--- config.mk ---
export PLATFORM = sky130hd
export DESIGN_NAME = rfb_rate_buffer
export DESIGN_NICKNAME = d
export VERILOG_FILES = /design/src/rtl/rfb_pkg.sv /design/src/rtl/rfb_rate_buffer.sv /design/src/rtl/rfb_memory.sv
export SDC_FILE = /design/constraint.sdc
export NUM_CORES = 1
export LEC_CHECK = 0
export BUFFER_PORTS_ARGS = -buffer_cell sky130_fd_sc_hd__buf_4
export CORE_AREA = 8 8 203 186
export CTS_CLUSTER_DIAMETER = 50
export CTS_CLUSTER_SIZE = 12
export DETAILED_ROUTE_END_ITERATION = 10
export DIE_AREA = 0 0 211 194
export PLACE_DENSITY = 0.6
export SLEW_MARGIN = 5
export SYNTH_ARGS = -nofsm -noshare
export SYNTH_HDL_FRONTEND = slang
export SYNTH_HIERARCHICAL = 1
export SYNTH_SLANG_ARGS = --single-unit
export TNS_END_PERCENT = 20
--- constraint.sdc ---
create_clock -name clock -period 5.9 [get_ports clock]
set_input_delay 1.18 -clock clock [delete_from_list [all_inputs] [get_ports clock]]
set_output_delay 1.18 -clock clock [all_outputs]
set_load 0.005 [all_outputs]
--- src/rtl/rfb_pkg.sv ---
package rfb_pkg;

    // Clock and timing.
    localparam int unsigned CLK_PERIOD_NS = 20;
    localparam int unsigned BIT_TIME_NS   = 200;
    localparam int unsigned BIT_CYCLES    = (BIT_TIME_NS + CLK_PERIOD_NS - 1) / CLK_PERIOD_NS;
    localparam int unsigned IF_CYCLE_NS   = 60;
    localparam int unsigned IF_CYCLES     = (IF_CYCLE_NS + CLK_PERIOD_NS - 1) / CLK_PERIOD_NS;
    localparam logic [2:0]  BYTE_LAST_BIT = 3'h7;

    // Buffer geometry.
    localparam int unsigned FIFO_DEPTH  = 16;
    localparam int unsigned ADDR_W      = 4;
    localparam logic [4:0]  SPACE_RESET = 5'h10;
    localparam logic [1:0]  COUNT_TOP   = 2'h3;

    // Register offsets (byte addresses) and control reset value.
    localparam logic [7:0] CTRL_OFFSET   = 8'h00;
    localparam logic [7:0] STATUS_OFFSET = 8'h04;
    localparam logic [7:0] CTRL_RESET    = 8'h00;

    // Control field positions.
    localparam int unsigned CTRL_ENABLE_BIT  = 0;
    localparam int unsigned CTRL_READ_BIT    = 1;
    localparam int unsigned CTRL_MULTI_BIT   = 2;
    localparam int unsigned CTRL_FOUR_BIT    = 3;
    localparam int unsigned CTRL_PREDONE_BIT = 4;
    localparam int unsigned CTRL_POSTAMBLE_FLAG_BIT    = 5;

    // Status field positions.
    localparam int unsigned STAT_WSFULL_BIT = 0;
    localparam int unsigned STAT_OSFULL_BIT = 1;
    localparam int unsigned STAT_EMPTY_BIT  = 2;
    localparam int unsigned STAT_SPACE_BIT  = 3;
    localparam int unsigned STAT_RATE_BIT   = 4;
    localparam int unsigned STAT_PHASE_BIT  = 5;
    localparam int unsigned STAT_OCC_LSB    = 8;

    // Bus responses.
    localparam logic [1:0] RESP_OKAY   = 2'h0;
    localparam logic [1:0] RESP_DECERR = 2'h3;

    // Buffer cycle sequencer steps.
    typedef enum logic [4:0] {
        CYC_IDLE = 5'b00001,
        CYC_CLR  = 5'b00010,
        CYC_ADDR = 5'b00100,
        CYC_MOVE = 5'b01000,
        CYC_ADV  = 5'b10000
    } rfb_cycle_type;

    // Processor-side write stream.
    typedef struct packed {
        logic        valid;
        logic [31:0] data;
    } rfb_word_type;

    // Byte moving on the disc or processor side.
    typedef struct packed {
        logic       valid;
        logic [7:0] data;
    } rfb_byte_type;

endpackage

--- src/rtl/rfb_rate_buffer.sv ---
// The implementer's own choices: the register addresses and the AXI4-Lite slave port.
`timescale 1ns/1ps
module rfb_rate_buffer
    import rfb_pkg::*;
(
    input  wire logic        clock,
    input  wire logic        sys_rst,
    input  wire logic [31:0] s_axi_awaddr,
    input  wire logic        s_axi_awvalid,
    output logic             s_axi_awready,
    input  wire logic [31:0] s_axi_wdata,
    input  wire logic [3:0]  s_axi_wstrb,
    input  wire logic        s_axi_wvalid,
    output logic             s_axi_wready,
    output logic [1:0]       s_axi_bresp,
    output logic             s_axi_bvalid,
    input  wire logic        s_axi_bready,
    input  wire logic [31:0] s_axi_araddr,
    input  wire logic        s_axi_arvalid,
    output logic             s_axi_arready,
    output logic [31:0]      s_axi_rdata,
    output logic [1:0]       s_axi_rresp,
    output logic             s_axi_rvalid,
    input  wire logic        s_axi_rready,
    input  wire rfb_word_type ioWordIn,
    output logic             ioDataRequest,
    output rfb_byte_type     ioByteOut,
    input  wire logic        ioByteTaken,
    input  wire logic        preambleFound,
    input  wire logic [7:0]  discByteIn,
    output rfb_byte_type     discByteOut,
    output logic             rateError
);

    typedef struct packed {
        logic [7:0]        ctrl;
        logic              awHeld;
        logic [7:0]        awAddr;
        logic              wHeld;
        logic [31:0]       wData;
        logic [3:0]        wStrb;
        logic              awReady;
        logic              wReady;
        logic              bValid;
        logic [1:0]        bResp;
        logic              arReady;
        logic              rValid;
        logic [31:0]       rData;
        logic [1:0]        rResp;
        logic              transferPhase;
        logic              ioReq;
        logic [1:0]        ifTimer;
        logic              ifRunning;
        logic [31:0]       inReg;
        logic [7:0]        writeStage;
        logic              writeStageFull;
        logic [7:0]        outStage;
        logic              outStageFull;
        logic [ADDR_W-1:0] wrPtr;
        logic [ADDR_W-1:0] rdPtr;
        logic [ADDR_W-1:0] addrLatch;
        logic [4:0]        space;
        logic [1:0]        byteCount;
        rfb_cycle_type     cyc;
        logic              cycRead;
        logic [3:0]        bitDiv;
        logic [2:0]        bitCnt;
        rfb_byte_type      discOut;
        rfb_byte_type      ioOut;
        logic              rateErr;
    } rfb_state_type;

    rfb_state_type state_ff;
    rfb_state_type nxt_state;
    logic [7:0]    memRdData;
    logic          memWe;

    // Stage release: last byte of the word is being written into the buffer.
    function automatic logic stageRelease(input logic multi, input logic four,
                                          input logic [1:0] cnt);
        stageRelease = !multi || (!four && !cnt[0]) || (four && !cnt[1] && !cnt[0]);
    endfunction

    // Pointer step with wrap at the buffer depth.
    function automatic logic [ADDR_W-1:0] ptrStep(input logic [ADDR_W-1:0] ptr);
        ptrStep = ptr + 4'h1;
    endfunction

    logic enable;
    logic readMode;
    logic multiByte;
    logic fourByte;
    logic fifoEmptyFlag;
    logic fifoSpaceFlag;
    logic fifoReadAllow;
    logic byteTick;
    logic startRead;
    logic startWrite;
    logic readOrderReadCycle;
    logic outLoadEnable;
    logic [31:0] statusWord;

    // Mode bits and flags decoded from state.
    always_comb begin
        enable        = state_ff.ctrl[CTRL_ENABLE_BIT];
        readMode      = state_ff.ctrl[CTRL_READ_BIT];
        multiByte     = state_ff.ctrl[CTRL_MULTI_BIT];
        fourByte      = state_ff.ctrl[CTRL_FOUR_BIT] && multiByte;
        fifoEmptyFlag = (state_ff.space == SPACE_RESET);
        fifoSpaceFlag = (state_ff.space != 5'h00);
        fifoReadAllow = readMode || (state_ff.ctrl[CTRL_PREDONE_BIT]
                                     && !state_ff.ctrl[CTRL_POSTAMBLE_FLAG_BIT]);
        byteTick      = (state_ff.bitDiv == 4'(BIT_CYCLES - 1))
                        && (state_ff.bitCnt == BYTE_LAST_BIT);
        readOrderReadCycle = readMode && state_ff.cycRead
                             && (state_ff.cyc != CYC_IDLE);
        outLoadEnable = !readOrderReadCycle || !multiByte
                        || (state_ff.byteCount == COUNT_TOP);
        startRead     = enable && fifoReadAllow && !state_ff.outStageFull
                        && !fifoEmptyFlag && (state_ff.cyc == CYC_IDLE);
        startWrite    = enable && state_ff.writeStageFull && fifoSpaceFlag
                        && (state_ff.cyc == CYC_IDLE);
        statusWord    = '0;
        statusWord[STAT_WSFULL_BIT] = state_ff.writeStageFull;
        statusWord[STAT_OSFULL_BIT] = state_ff.outStageFull;
        statusWord[STAT_EMPTY_BIT]  = fifoEmptyFlag;
        statusWord[STAT_SPACE_BIT]  = fifoSpaceFlag;
        statusWord[STAT_RATE_BIT]   = state_ff.rateErr;
        statusWord[STAT_PHASE_BIT]  = state_ff.transferPhase;
        statusWord[STAT_OCC_LSB +: 5] = SPACE_RESET - state_ff.space;
    end

    // Buffer memory is driven from the address latch during the move step.
    assign memWe = (state_ff.cyc == CYC_MOVE) && !state_ff.cycRead;

    rfb_memory u_memory (
        .clock       (clock),
        .writeEnable (memWe),
        .address     (state_ff.addrLatch),
        .writeData   (state_ff.writeStage),
        .readData    (memRdData)
    );

    // Next-state logic for the bus slave and the buffer datapath.
    always_comb begin
        logic wrDo;
        logic clrRate;
        logic setRate;
        wrDo      = 1'b0;
        clrRate   = 1'b0;
        setRate   = 1'b0;
        nxt_state = state_ff;

        // Write address and data are taken independently, answered when both are held.
        if (s_axi_awvalid && state_ff.awReady) begin
            nxt_state.awHeld = 1'b1;
            nxt_state.awAddr = s_axi_awaddr[7:0];
        end
        if (s_axi_wvalid && state_ff.wReady) begin
            nxt_state.wHeld = 1'b1;
            nxt_state.wData = s_axi_wdata;
            nxt_state.wStrb = s_axi_wstrb;
        end
        if (state_ff.bValid && s_axi_bready) begin
            nxt_state.bValid = 1'b0;
        end
        if (state_ff.awHeld && state_ff.wHeld && !state_ff.bValid) begin
            wrDo             = 1'b1;
            nxt_state.awHeld = 1'b0;
            nxt_state.wHeld  = 1'b0;
            nxt_state.bValid = 1'b1;
            nxt_state.bResp  = RESP_DECERR;
            if (state_ff.awAddr == CTRL_OFFSET) begin
                nxt_state.bResp = RESP_OKAY;
                if (state_ff.wStrb[0]) begin
                    nxt_state.ctrl = state_ff.wData[7:0];
                end
            end else if (state_ff.awAddr == STATUS_OFFSET) begin
                nxt_state.bResp = RESP_OKAY;
                clrRate = state_ff.wStrb[0] && state_ff.wData[STAT_RATE_BIT];
            end
        end
        nxt_state.awReady = !nxt_state.awHeld && !nxt_state.bValid && !wrDo;
        nxt_state.wReady  = !nxt_state.wHeld && !nxt_state.bValid && !wrDo;

        // Reads answer one cycle after the address is taken.
        if (state_ff.rValid && s_axi_rready) begin
            nxt_state.rValid = 1'b0;
        end
        if (s_axi_arvalid && state_ff.arReady) begin
            nxt_state.rValid = 1'b1;
            nxt_state.rResp  = RESP_OKAY;
            if (s_axi_araddr[7:0] == CTRL_OFFSET) begin
                nxt_state.rData = {24'h000000, state_ff.ctrl};
            end else if (s_axi_araddr[7:0] == STATUS_OFFSET) begin
                nxt_state.rData = statusWord;
            end else begin
                nxt_state.rData = 32'h00000000;
                nxt_state.rResp = RESP_DECERR;
            end
        end
        nxt_state.arReady = !nxt_state.rValid;

        // Bit-time divider; one byte time is eight bit times.
        if (state_ff.bitDiv == 4'(BIT_CYCLES - 1)) begin
            nxt_state.bitDiv = 4'h0;
            nxt_state.bitCnt = state_ff.bitCnt + 3'h1;
        end else begin
            nxt_state.bitDiv = state_ff.bitDiv + 4'h1;
        end
        nxt_state.discOut.valid = 1'b0;

        // Processor word accepted in the request phase starts the interface cycle timer.
        if (enable && !readMode && !state_ff.transferPhase && ioWordIn.valid
            && state_ff.ioReq) begin
            nxt_state.inReg         = ioWordIn.data;
            nxt_state.transferPhase = 1'b1;
            nxt_state.ifRunning     = 1'b1;
            nxt_state.ifTimer       = 2'(IF_CYCLES - 1);
        end else if (state_ff.ifRunning) begin
            if (state_ff.ifTimer == 2'h0) begin
                // Input load pulse: top lane into the write stage, counter preset.
                nxt_state.ifRunning      = 1'b0;
                nxt_state.writeStage     = state_ff.inReg[31:24];
                nxt_state.writeStageFull = 1'b1;
                nxt_state.byteCount      = COUNT_TOP;
            end else begin
                nxt_state.ifTimer = state_ff.ifTimer - 2'h1;
            end
        end

        // Disc side: at most one byte each byte time, in or out according to direction.
        if (enable && byteTick) begin
            if (readMode) begin
                if (preambleFound) begin
                    if (state_ff.writeStageFull) begin
                        setRate = 1'b1;
                    end else begin
                        nxt_state.writeStage     = discByteIn;
                        nxt_state.writeStageFull = 1'b1;
                    end
                end
            end else if (fifoReadAllow) begin
                if (state_ff.outStageFull) begin
                    nxt_state.discOut.data  = state_ff.outStage;
                    nxt_state.discOut.valid = 1'b1;
                    nxt_state.outStageFull  = 1'b0;
                end else begin
                    setRate = 1'b1;
                end
            end
        end

        // Disc read: the processor takes bytes out of the output stage.
        if (state_ff.ioOut.valid && ioByteTaken) begin
            nxt_state.ioOut.valid = 1'b0;
        end
        if (readMode && state_ff.outStageFull && !state_ff.ioOut.valid) begin
            nxt_state.ioOut.data   = state_ff.outStage;
            nxt_state.ioOut.valid  = 1'b1;
            nxt_state.outStageFull = 1'b0;
        end

        // Buffer cycle sequencer; one cycle type is granted at its start.
        case (state_ff.cyc)
            CYC_IDLE: begin
                if (!readMode && startRead) begin
                    nxt_state.cyc     = CYC_CLR;
                    nxt_state.cycRead = 1'b1;
                end else if (startWrite) begin
                    nxt_state.cyc     = CYC_CLR;
                    nxt_state.cycRead = 1'b0;
                end else if (startRead && outLoadEnable) begin
                    nxt_state.cyc     = CYC_CLR;
                    nxt_state.cycRead = 1'b1;
                end
            end
            CYC_CLR: begin
                nxt_state.addrLatch = '0;
                nxt_state.cyc       = CYC_ADDR;
            end
            CYC_ADDR: begin
                nxt_state.addrLatch = state_ff.cycRead ? state_ff.rdPtr
                                                       : state_ff.wrPtr;
                nxt_state.cyc       = CYC_MOVE;
            end
            CYC_MOVE: begin
                nxt_state.cyc = CYC_ADV;
            end
            CYC_ADV: begin
                nxt_state.cyc = CYC_IDLE;
                if (state_ff.cycRead) begin
                    nxt_state.outStage     = memRdData;
                    nxt_state.outStageFull = 1'b1;
                    nxt_state.rdPtr        = ptrStep(state_ff.rdPtr);
                    nxt_state.space        = state_ff.space + 5'h01;
                end else begin
                    nxt_state.wrPtr = ptrStep(state_ff.wrPtr);
                    nxt_state.space = state_ff.space - 5'h01;
                    if (readMode || stageRelease(multiByte, fourByte, state_ff.byteCount)) begin
                        nxt_state.writeStageFull = 1'b0;
                    end else begin
                        nxt_state.writeStage = state_ff.inReg[23:16];
                        nxt_state.inReg      = {state_ff.inReg[23:0], 8'h00};
                    end
                    if (multiByte) begin
                        nxt_state.byteCount = state_ff.byteCount - 2'h1;
                    end
                end
            end
            default: begin
                nxt_state.cyc = CYC_IDLE;
            end
        endcase

        // Back to the request phase only once the write stage is empty.
        if (state_ff.transferPhase && !state_ff.writeStageFull && !state_ff.ifRunning
            && !nxt_state.writeStageFull) begin
            nxt_state.transferPhase = 1'b0;
        end
        nxt_state.ioReq = enable && !readMode && !nxt_state.transferPhase
                          && !nxt_state.writeStageFull;

        // Rate error is sticky; a new error wins over a software clear.
        if (setRate) begin
            nxt_state.rateErr = 1'b1;
        end else if (clrRate) begin
            nxt_state.rateErr = 1'b0;
        end
        if (!enable) begin
            nxt_state.writeStageFull = 1'b0;
            nxt_state.outStageFull   = 1'b0;
            nxt_state.transferPhase  = 1'b0;
            nxt_state.ifRunning      = 1'b0;
            nxt_state.ioReq          = 1'b0;
            if (state_ff.cyc == CYC_IDLE) begin
                nxt_state.wrPtr = '0;
                nxt_state.rdPtr = '0;
                nxt_state.space = SPACE_RESET;
            end
        end
    end

    // State register with synchronous reset.
    always_ff @(posedge clock) begin
        if (sys_rst) begin
            state_ff       <= '0;
            state_ff.ctrl  <= CTRL_RESET;
            state_ff.space <= SPACE_RESET;
            state_ff.cyc   <= CYC_IDLE;
        end else begin
            state_ff <= nxt_state;
        end
    end

    // Outputs come straight from the state register.
    assign s_axi_awready = state_ff.awReady;
    assign s_axi_wready  = state_ff.wReady;
    assign s_axi_bvalid  = state_ff.bValid;
    assign s_axi_bresp   = state_ff.bResp;
    assign s_axi_arready = state_ff.arReady;
    assign s_axi_rvalid  = state_ff.rValid;
    assign s_axi_rdata   = state_ff.rData;
    assign s_axi_rresp   = state_ff.rResp;
    assign ioDataRequest = state_ff.ioReq;
    assign ioByteOut     = state_ff.ioOut;
    assign discByteOut   = state_ff.discOut;
    assign rateError     = state_ff.rateErr;

endmodule

--- src/rtl/rfb_memory.sv ---
`timescale 1ns/1ps
module rfb_memory
    import rfb_pkg::*;
(
    input  wire logic              clock,
    input  wire logic              writeEnable,
    input  wire logic [ADDR_W-1:0] address,
    input  wire logic [7:0]        writeData,
    output logic      [7:0]        readData
);

    logic [7:0] memArray [FIFO_DEPTH];

    // One port: a write stores the byte, the read data are registered each cycle.
    always_ff @(posedge clock) begin
        if (writeEnable) begin
            memArray[address] <= writeData;
        end
        readData <= memArray[address];
    end

endmodule

Word-level counts from Yosys, hierarchy flattened
Memories as Yosys holds them, arrays and structs flattened. A register that Yosys moved wholly into a read port is not among the register bits.
Index checks and enable logic that the tools add are counted.

word-level totals
  logic and storage cells = 230
  input bits = 150
  output and inout bits = 61
  bits in writable memories = 128
  flip-flop bits (word level) = 201
  memories = 1

memories
  memory             words  bits a word  rd ports  clocked after Yosys merged registers in  write ports  RTL line          source
  u_memory.memArray  16     8            1         1                                        1            rfb_memory.sv:12  logic [7:0] memArray [FIFO_DEPTH];

operators by class
  reduce and logical (&&, ||, !) cells = 90
  add/sub/neg operators = 9
  mux-type cells = 73
  bitwise operators = 5
  equal/unequal tests = 14

operator list
  operator                                        number
  2-to-1 mux 9 bit                                11
  2-to-1 mux 58 bit                               1
  logical AND 1 bit                               43
  2-to-1 mux 41 bit                               1
  2-to-1 mux 40 bit                               1
  2-to-1 mux 37 bit                               1
  2-to-1 mux 35 bit                               1
  2-to-1 mux 32 bit                               1
  2-to-1 mux 1 bit                                27
  2-to-1 mux 13 bit                               2
  zero test 1 bit                                 22
  2-to-1 mux 2 bit                                10
  case mux 5 bit (4 select lines)                 1
  2-to-1 mux 6 bit                                3
  == test 8 x 3 -> 1 bit (second input constant)  2
  zero test 8 bit                                 2
  2-to-1 mux 8 bit                                2
  2-to-1 mux 5 bit                                3
  adder 4 x 1 -> 4 bit (second input constant)    3
  2-to-1 mux 4 bit                                3
  == test 5 bit (second input constant)           2
  2-to-1 mux 3 bit                                3
  case mux 4 bit (2 select lines)                 1
  AND reduction 2 bit                             4
  26 further kinds                                41

Longest topological paths before layout
  depth after elaboration = 19
  gate-level depth with buffers = 8
  mapped depth without buffers = 8

By module
The synthesis kept the hierarchy.

modules (own cells, without submodules)
  module           cells each  times used  area each (um2)
  rfb_rate_buffer  790         1           6,751.5
  rfb_memory       230         1           5,067.4

Worst setup path after synthesis
Ideal clock, no wire load.

  path kind = input port to flip-flop
  from = input s_axi_araddr[1]
  to = register state_ff, in the netlist s_axi_rdata[12]
  stages = 5
  path slack = 3.339 ns
  required time = 5.830 ns
  library setup time = 0.070 ns
  arrival time = 2.490 ns
  cells stage by stage = or4_1 nor3_1 buf_2 nand3b_1 a21oi_1

between the ends
  cells in the longest elaborated chain, start to end = 3
  elaborated cells on any way between the ends = 4
  classes of those cells = eq/ne: 1; mux: 2; reduce/logical: 1

ends and longest elaborated chain
  what                    RTL line                source
  start: declaration      rfb_rate_buffer.sv:18   input wire logic [31:0] s_axi_araddr,
  == test 8 x 3 -> 1 bit  rfb_rate_buffer.sv:195  end else if (s_axi_araddr[7:0] == STATUS_OFFSET) begin
  2-to-1 mux 13 bit       rfb_rate_buffer.sv:195
  2-to-1 mux 13 bit *     rfb_rate_buffer.sv:193  if (s_axi_araddr[7:0] == CTRL_OFFSET) begin
  end signal: assignment  rfb_rate_buffer.sv:352  state_ff <= nxt_state;
  end: declaration        rfb_rate_buffer.sv:73   rfb_state_type state_ff;

Mark *: on every way between the ends. The rest lies on a longest branch, timed or not.
A chain may end at the register's enable or synchronous reset.

Worst setup path in the final report
  from = register state_ff[31] in the netlist's numbering
  to = memory u_memory.memArray[0][3] (enable)

between the ends
  cells in the longest elaborated chain, start to end = 4

ends and longest elaborated chain
  what                                    RTL line                source
  == test 5 x 4 -> 1 bit                  rfb_rate_buffer.sv:134  assign memWe = (state_ff.cyc == CYC_MOVE) && !state_ff.cycRead;
  logical AND 1 bit                       rfb_rate_buffer.sv:134
  via memWe                               rfb_rate_buffer.sv:76   logic memWe;
  2-to-1 mux 1 bit                        rfb_memory.sv:16        if (writeEnable) begin
  2-to-1 mux 1 bit (not written as such)  rfb_memory.sv:17        memArray[address] <= writeData;
  end: declaration                        rfb_memory.sv:12

The timed path passes the listed nets, and every way through them passes these cells.

==> flow_metrics.tcl <==
set metrics [dict create \
    status "finished clean" \
    worstMarginPinSlew_ps 1180 \
    fillers 3283 \
    worst-endpoint-arrival_ps 3090 \
    min_path_type "reg2reg" \
    critical_path_peak_fanout 15 \
    syn_avg_cell_area_um2 11.6 \
    cell_at_the_root_of_the_clock_tree "clkbuf_16" \
    pwr_density_cell_mw_per_mm2 290 \
    layout-drive-gt1-share_pct 19.7 \
    synth_area_leaders "edfxtp_1, dfxtp_1, mux4_2" \
    rsz0062_at_grt "no" \
    critPathLaunchType "register" \
    grt_overflow_total 0 \
    slew_headroom_pct 20.9 \
    setup.worst_path.end_class "register" \
    cts_tree "done" \
    insertion_delay_of_the_later_clocked_pin_in_the_worst_skew_pair_ps 540 \
    detailed_route_wire_length_mm 25.6 \
    hold_violations 0 \
    standard_cell_row_count 65 \
    count_of_antenna_violating_nets_left_after_detailed_routing 0 \
    io_buffers 116 \
    hold_buffers 0 \
    min_period_ps 2930 \
    die_outline_height_um 194 \
    path_class "reg2reg" \
    yosys.area.top_type_share_pct 32.5 \
    avgRoutedWirePerCell_um 16.2 \
    power.ir.vdd_worst_mv 0.193 \
    nNetsFinal 1249 \
    sequential_cell_area_mm2 0.00707 \
    synth_sequential_area_ratio_pct 59.8 \
    fp.dieArea_mm2 0.0409 \
    crit_share_post_route_pct 49.7 \
    worst_hold_startpoint "u_memory/readData[6]$_DFF_P_" \
    critical_path.reg2reg.startpoint "state_ff[31]$_SDFFE_PP0P_" \
    cts_setup_buffers 0 \
    critical_path_required_ps 6060 \
    p_leak_nw 5.20 \
    diodes 0 \
    multiInputGateArea_mm2 0.00416 \
    timing.hold.ws_ps 434 \
    number_of_cells_produced_by_synthesis 1020 \
    dr_total_vias 7713 \
    finClkSkew_ps 10.7 \
    count_of_non_filler_cells_in_the_finished_layout 1575 \
    globalplace.congestion 0.767 \
    detailed_place_hpwl_mm 17.5 \
    yosysWarningCount 6 \
    clock_sinks 289 \
    grt_usage_pct 12.1 \
    yosysTopAreaCell "edfxtp_1" \
    tritoncts.num_buffers 30 \
    final_max_slew_viol_count 0 \
    via_per_inst 4.90 \
    pin_count_of_the_biggest_net_entering_global_routing 91 \
    antenna_found_initial 0 \
    ctsLongestPathBuffers 3 \
    drt_pre_antenna_iters 5 \
    cts.repair.resized 0 \
    via_count_of_the_first_global_routing_pass 7566 \
    grt_pass1_wl_mm 41.0 \
    ctsHtreeMaxLevel 1 \
    ys_seq_elements 289 \
    io_pins 211 \
    dieWidth_um 211 \
    dominantRegCellSynth "dfxtp_1" \
    timing.critical_path.from "state_ff[31]$_SDFFE_PP0P_" \
    netlist-cell-type-count 61 \
    timing.final.setup_violations 0 \
    floorplan.initialDensity_pct 34.4 \
    clock.fmax_mhz 341 \
    detail_route.iter0.violations 608 \
    drv.max_cap_violation_count 0 \
    cts.reportedPaths.clkPinSlew_ps 60 \
    synthesis.area_mm2 0.0118 \
    drc_errors 0 \
    syn_to_final_growth_pct 16.1 \
    place_inst 1522 \
    share_of_flip_flops_with_an_asynchronous_set_or_reset_pct 0 \
    totalNegativeSetupSlack_ps 0 \
    core_region_area_mm2 0.0344 \
    synth-edff-count 128 \
]
-- cell type report --
cell class / instances / share of cell area, %
sequential: 289 / 51.5
tap: 469 / 4.28
multi-input combinational: 629 / 30.3
clock inverter: 5 / 0.246
timing repair buffer: 124 / 6.78
clock buffer: 48 / 6.57
inverter: 11 / 0.301
-- state kept, by name, summed over array words and instances (netlist names) --
register	flops
u_memory/memArray	128
state_ff	110
s_axi_rdata	13
discByteOut	9
ioByteOut	9
u_memory/readData	8
enable	1
ioDataRequest	1
multiByte	1
rateError	1
readMode	1
s_axi_arready	1
s_axi_awready	1
s_axi_bresp	1
s_axi_bvalid	1
s_axi_rresp	1
s_axi_rvalid	1
s_axi_wready	1
-- Yosys cell counts (6+ instances only) --
cell type / instances
inv_1: 11
ha_1: 13
a22oi_1: 26
nor3_1: 18
dfxtp_1: 161
buf_1: 6
mux2_2: 8
nand3b_1: 7
nand2b_1: 8
nand3_1: 17
nand2_1: 155
edfxtp_1: 128
mux2i_1: 33
a21oi_1: 54
o221ai_1: 8
xnor2_1: 11
clkbuf_1: 33
a32oi_1: 6
nor2_1: 83
mux4_2: 32
a31oi_1: 25
buf_4: 54
o21ai_0: 36
buf_2: 13
-- logic make-up (layout without fill, tap and decap cells) --
| logic type | count (synthesis) | after routing | synth area share, % |
|---|---|---|---|
| buf+inv | 120 | 188 | 5.80 |
| xor+xnor | 15 | 15 | 1.11 |
| fa+ha+maj | 14 | 14 | 1.55 |
| flops | 289 | 289 | 59.8 |
| compound gates | 177 | 177 | 9.41 |
| mux | 73 | 73 | 9.65 |
| simple gates | 331 | 331 | 12.7 |
| other cells | 1 | 19 | 0.0317 |
-- stage by stage --
stage                     utilization (%)  worst slack (ps)  total power [mW]  area [um^2]
after floorplan                         -              3340              2.19        11900
after global placement               37.2              2760              2.24        12800
after detailed placement             37.2              2760              2.24        12800
after CTS                            39.9              2920              4.03        13700
after global routing                 39.9              2760              4.11        13700
final                                39.9              2970              3.98        13700
-- power by group --
group          leakage [nW]  internal, mW  switching, mW
Sequential             2.79          2.08        0.00816
Clock                 0.449          1.04          0.738
Combinational          1.96        0.0517         0.0544
Total                  5.20          3.18          0.800
-- critical path: stages, from the launching register on --
cell,delay [ps]
dfxtp_1,470
nor3_1,250
nand3b_1,130
nor2_1,240
or3b_2,540
nor3_1,920
-- path summary, 6_finish.rpt --
kind	end	depth (start not counted)	slack (ps)
setup / recovery	u_memory/memArray[0][3]$_DFFE_PP_	5	2970
hold / removal	state_ff[58]$_SDFFE_PP0P_	2	430
setup reg to reg	u_memory/memArray[0][3]$_DFFE_PP_	5	2970
hold reg to reg	state_ff[58]$_SDFFE_PP0P_	2	430
-- layout by cell type, fill, tap and decap left out, types with 13 or more instances in the layout --
master | synthesis | final
a21oi_1 | 54 | 54
a22oi_1 | 26 | 26
a31oi_1 | 25 | 25
buf_4 | 54 | 124
clkbuf_1 | 33 | 13
clkbuf_16 | 0 | 33
conb_1 | 1 | 19
dfxtp_1 | 161 | 160
edfxtp_1 | 128 | 128
ha_1 | 13 | 13
mux2i_1 | 33 | 33
mux4_2 | 32 | 32
nand2_1 | 155 | 155
nand3_1 | 17 | 17
nor2_1 | 83 | 82
nor3_1 | 18 | 16
o21ai_0 | 36 | 36
-- per-layer routing --
metal	up-vias	global-route usage, %	share of wire (%)
met3	32	2.67	6.0
met2	178	18.6	45
met1	3752	17.2	48
met5	-	0	0
li1	3751	-	-
met4	0	2.20	1.5
No activity file was read; power rests on OpenSTA's default activity.
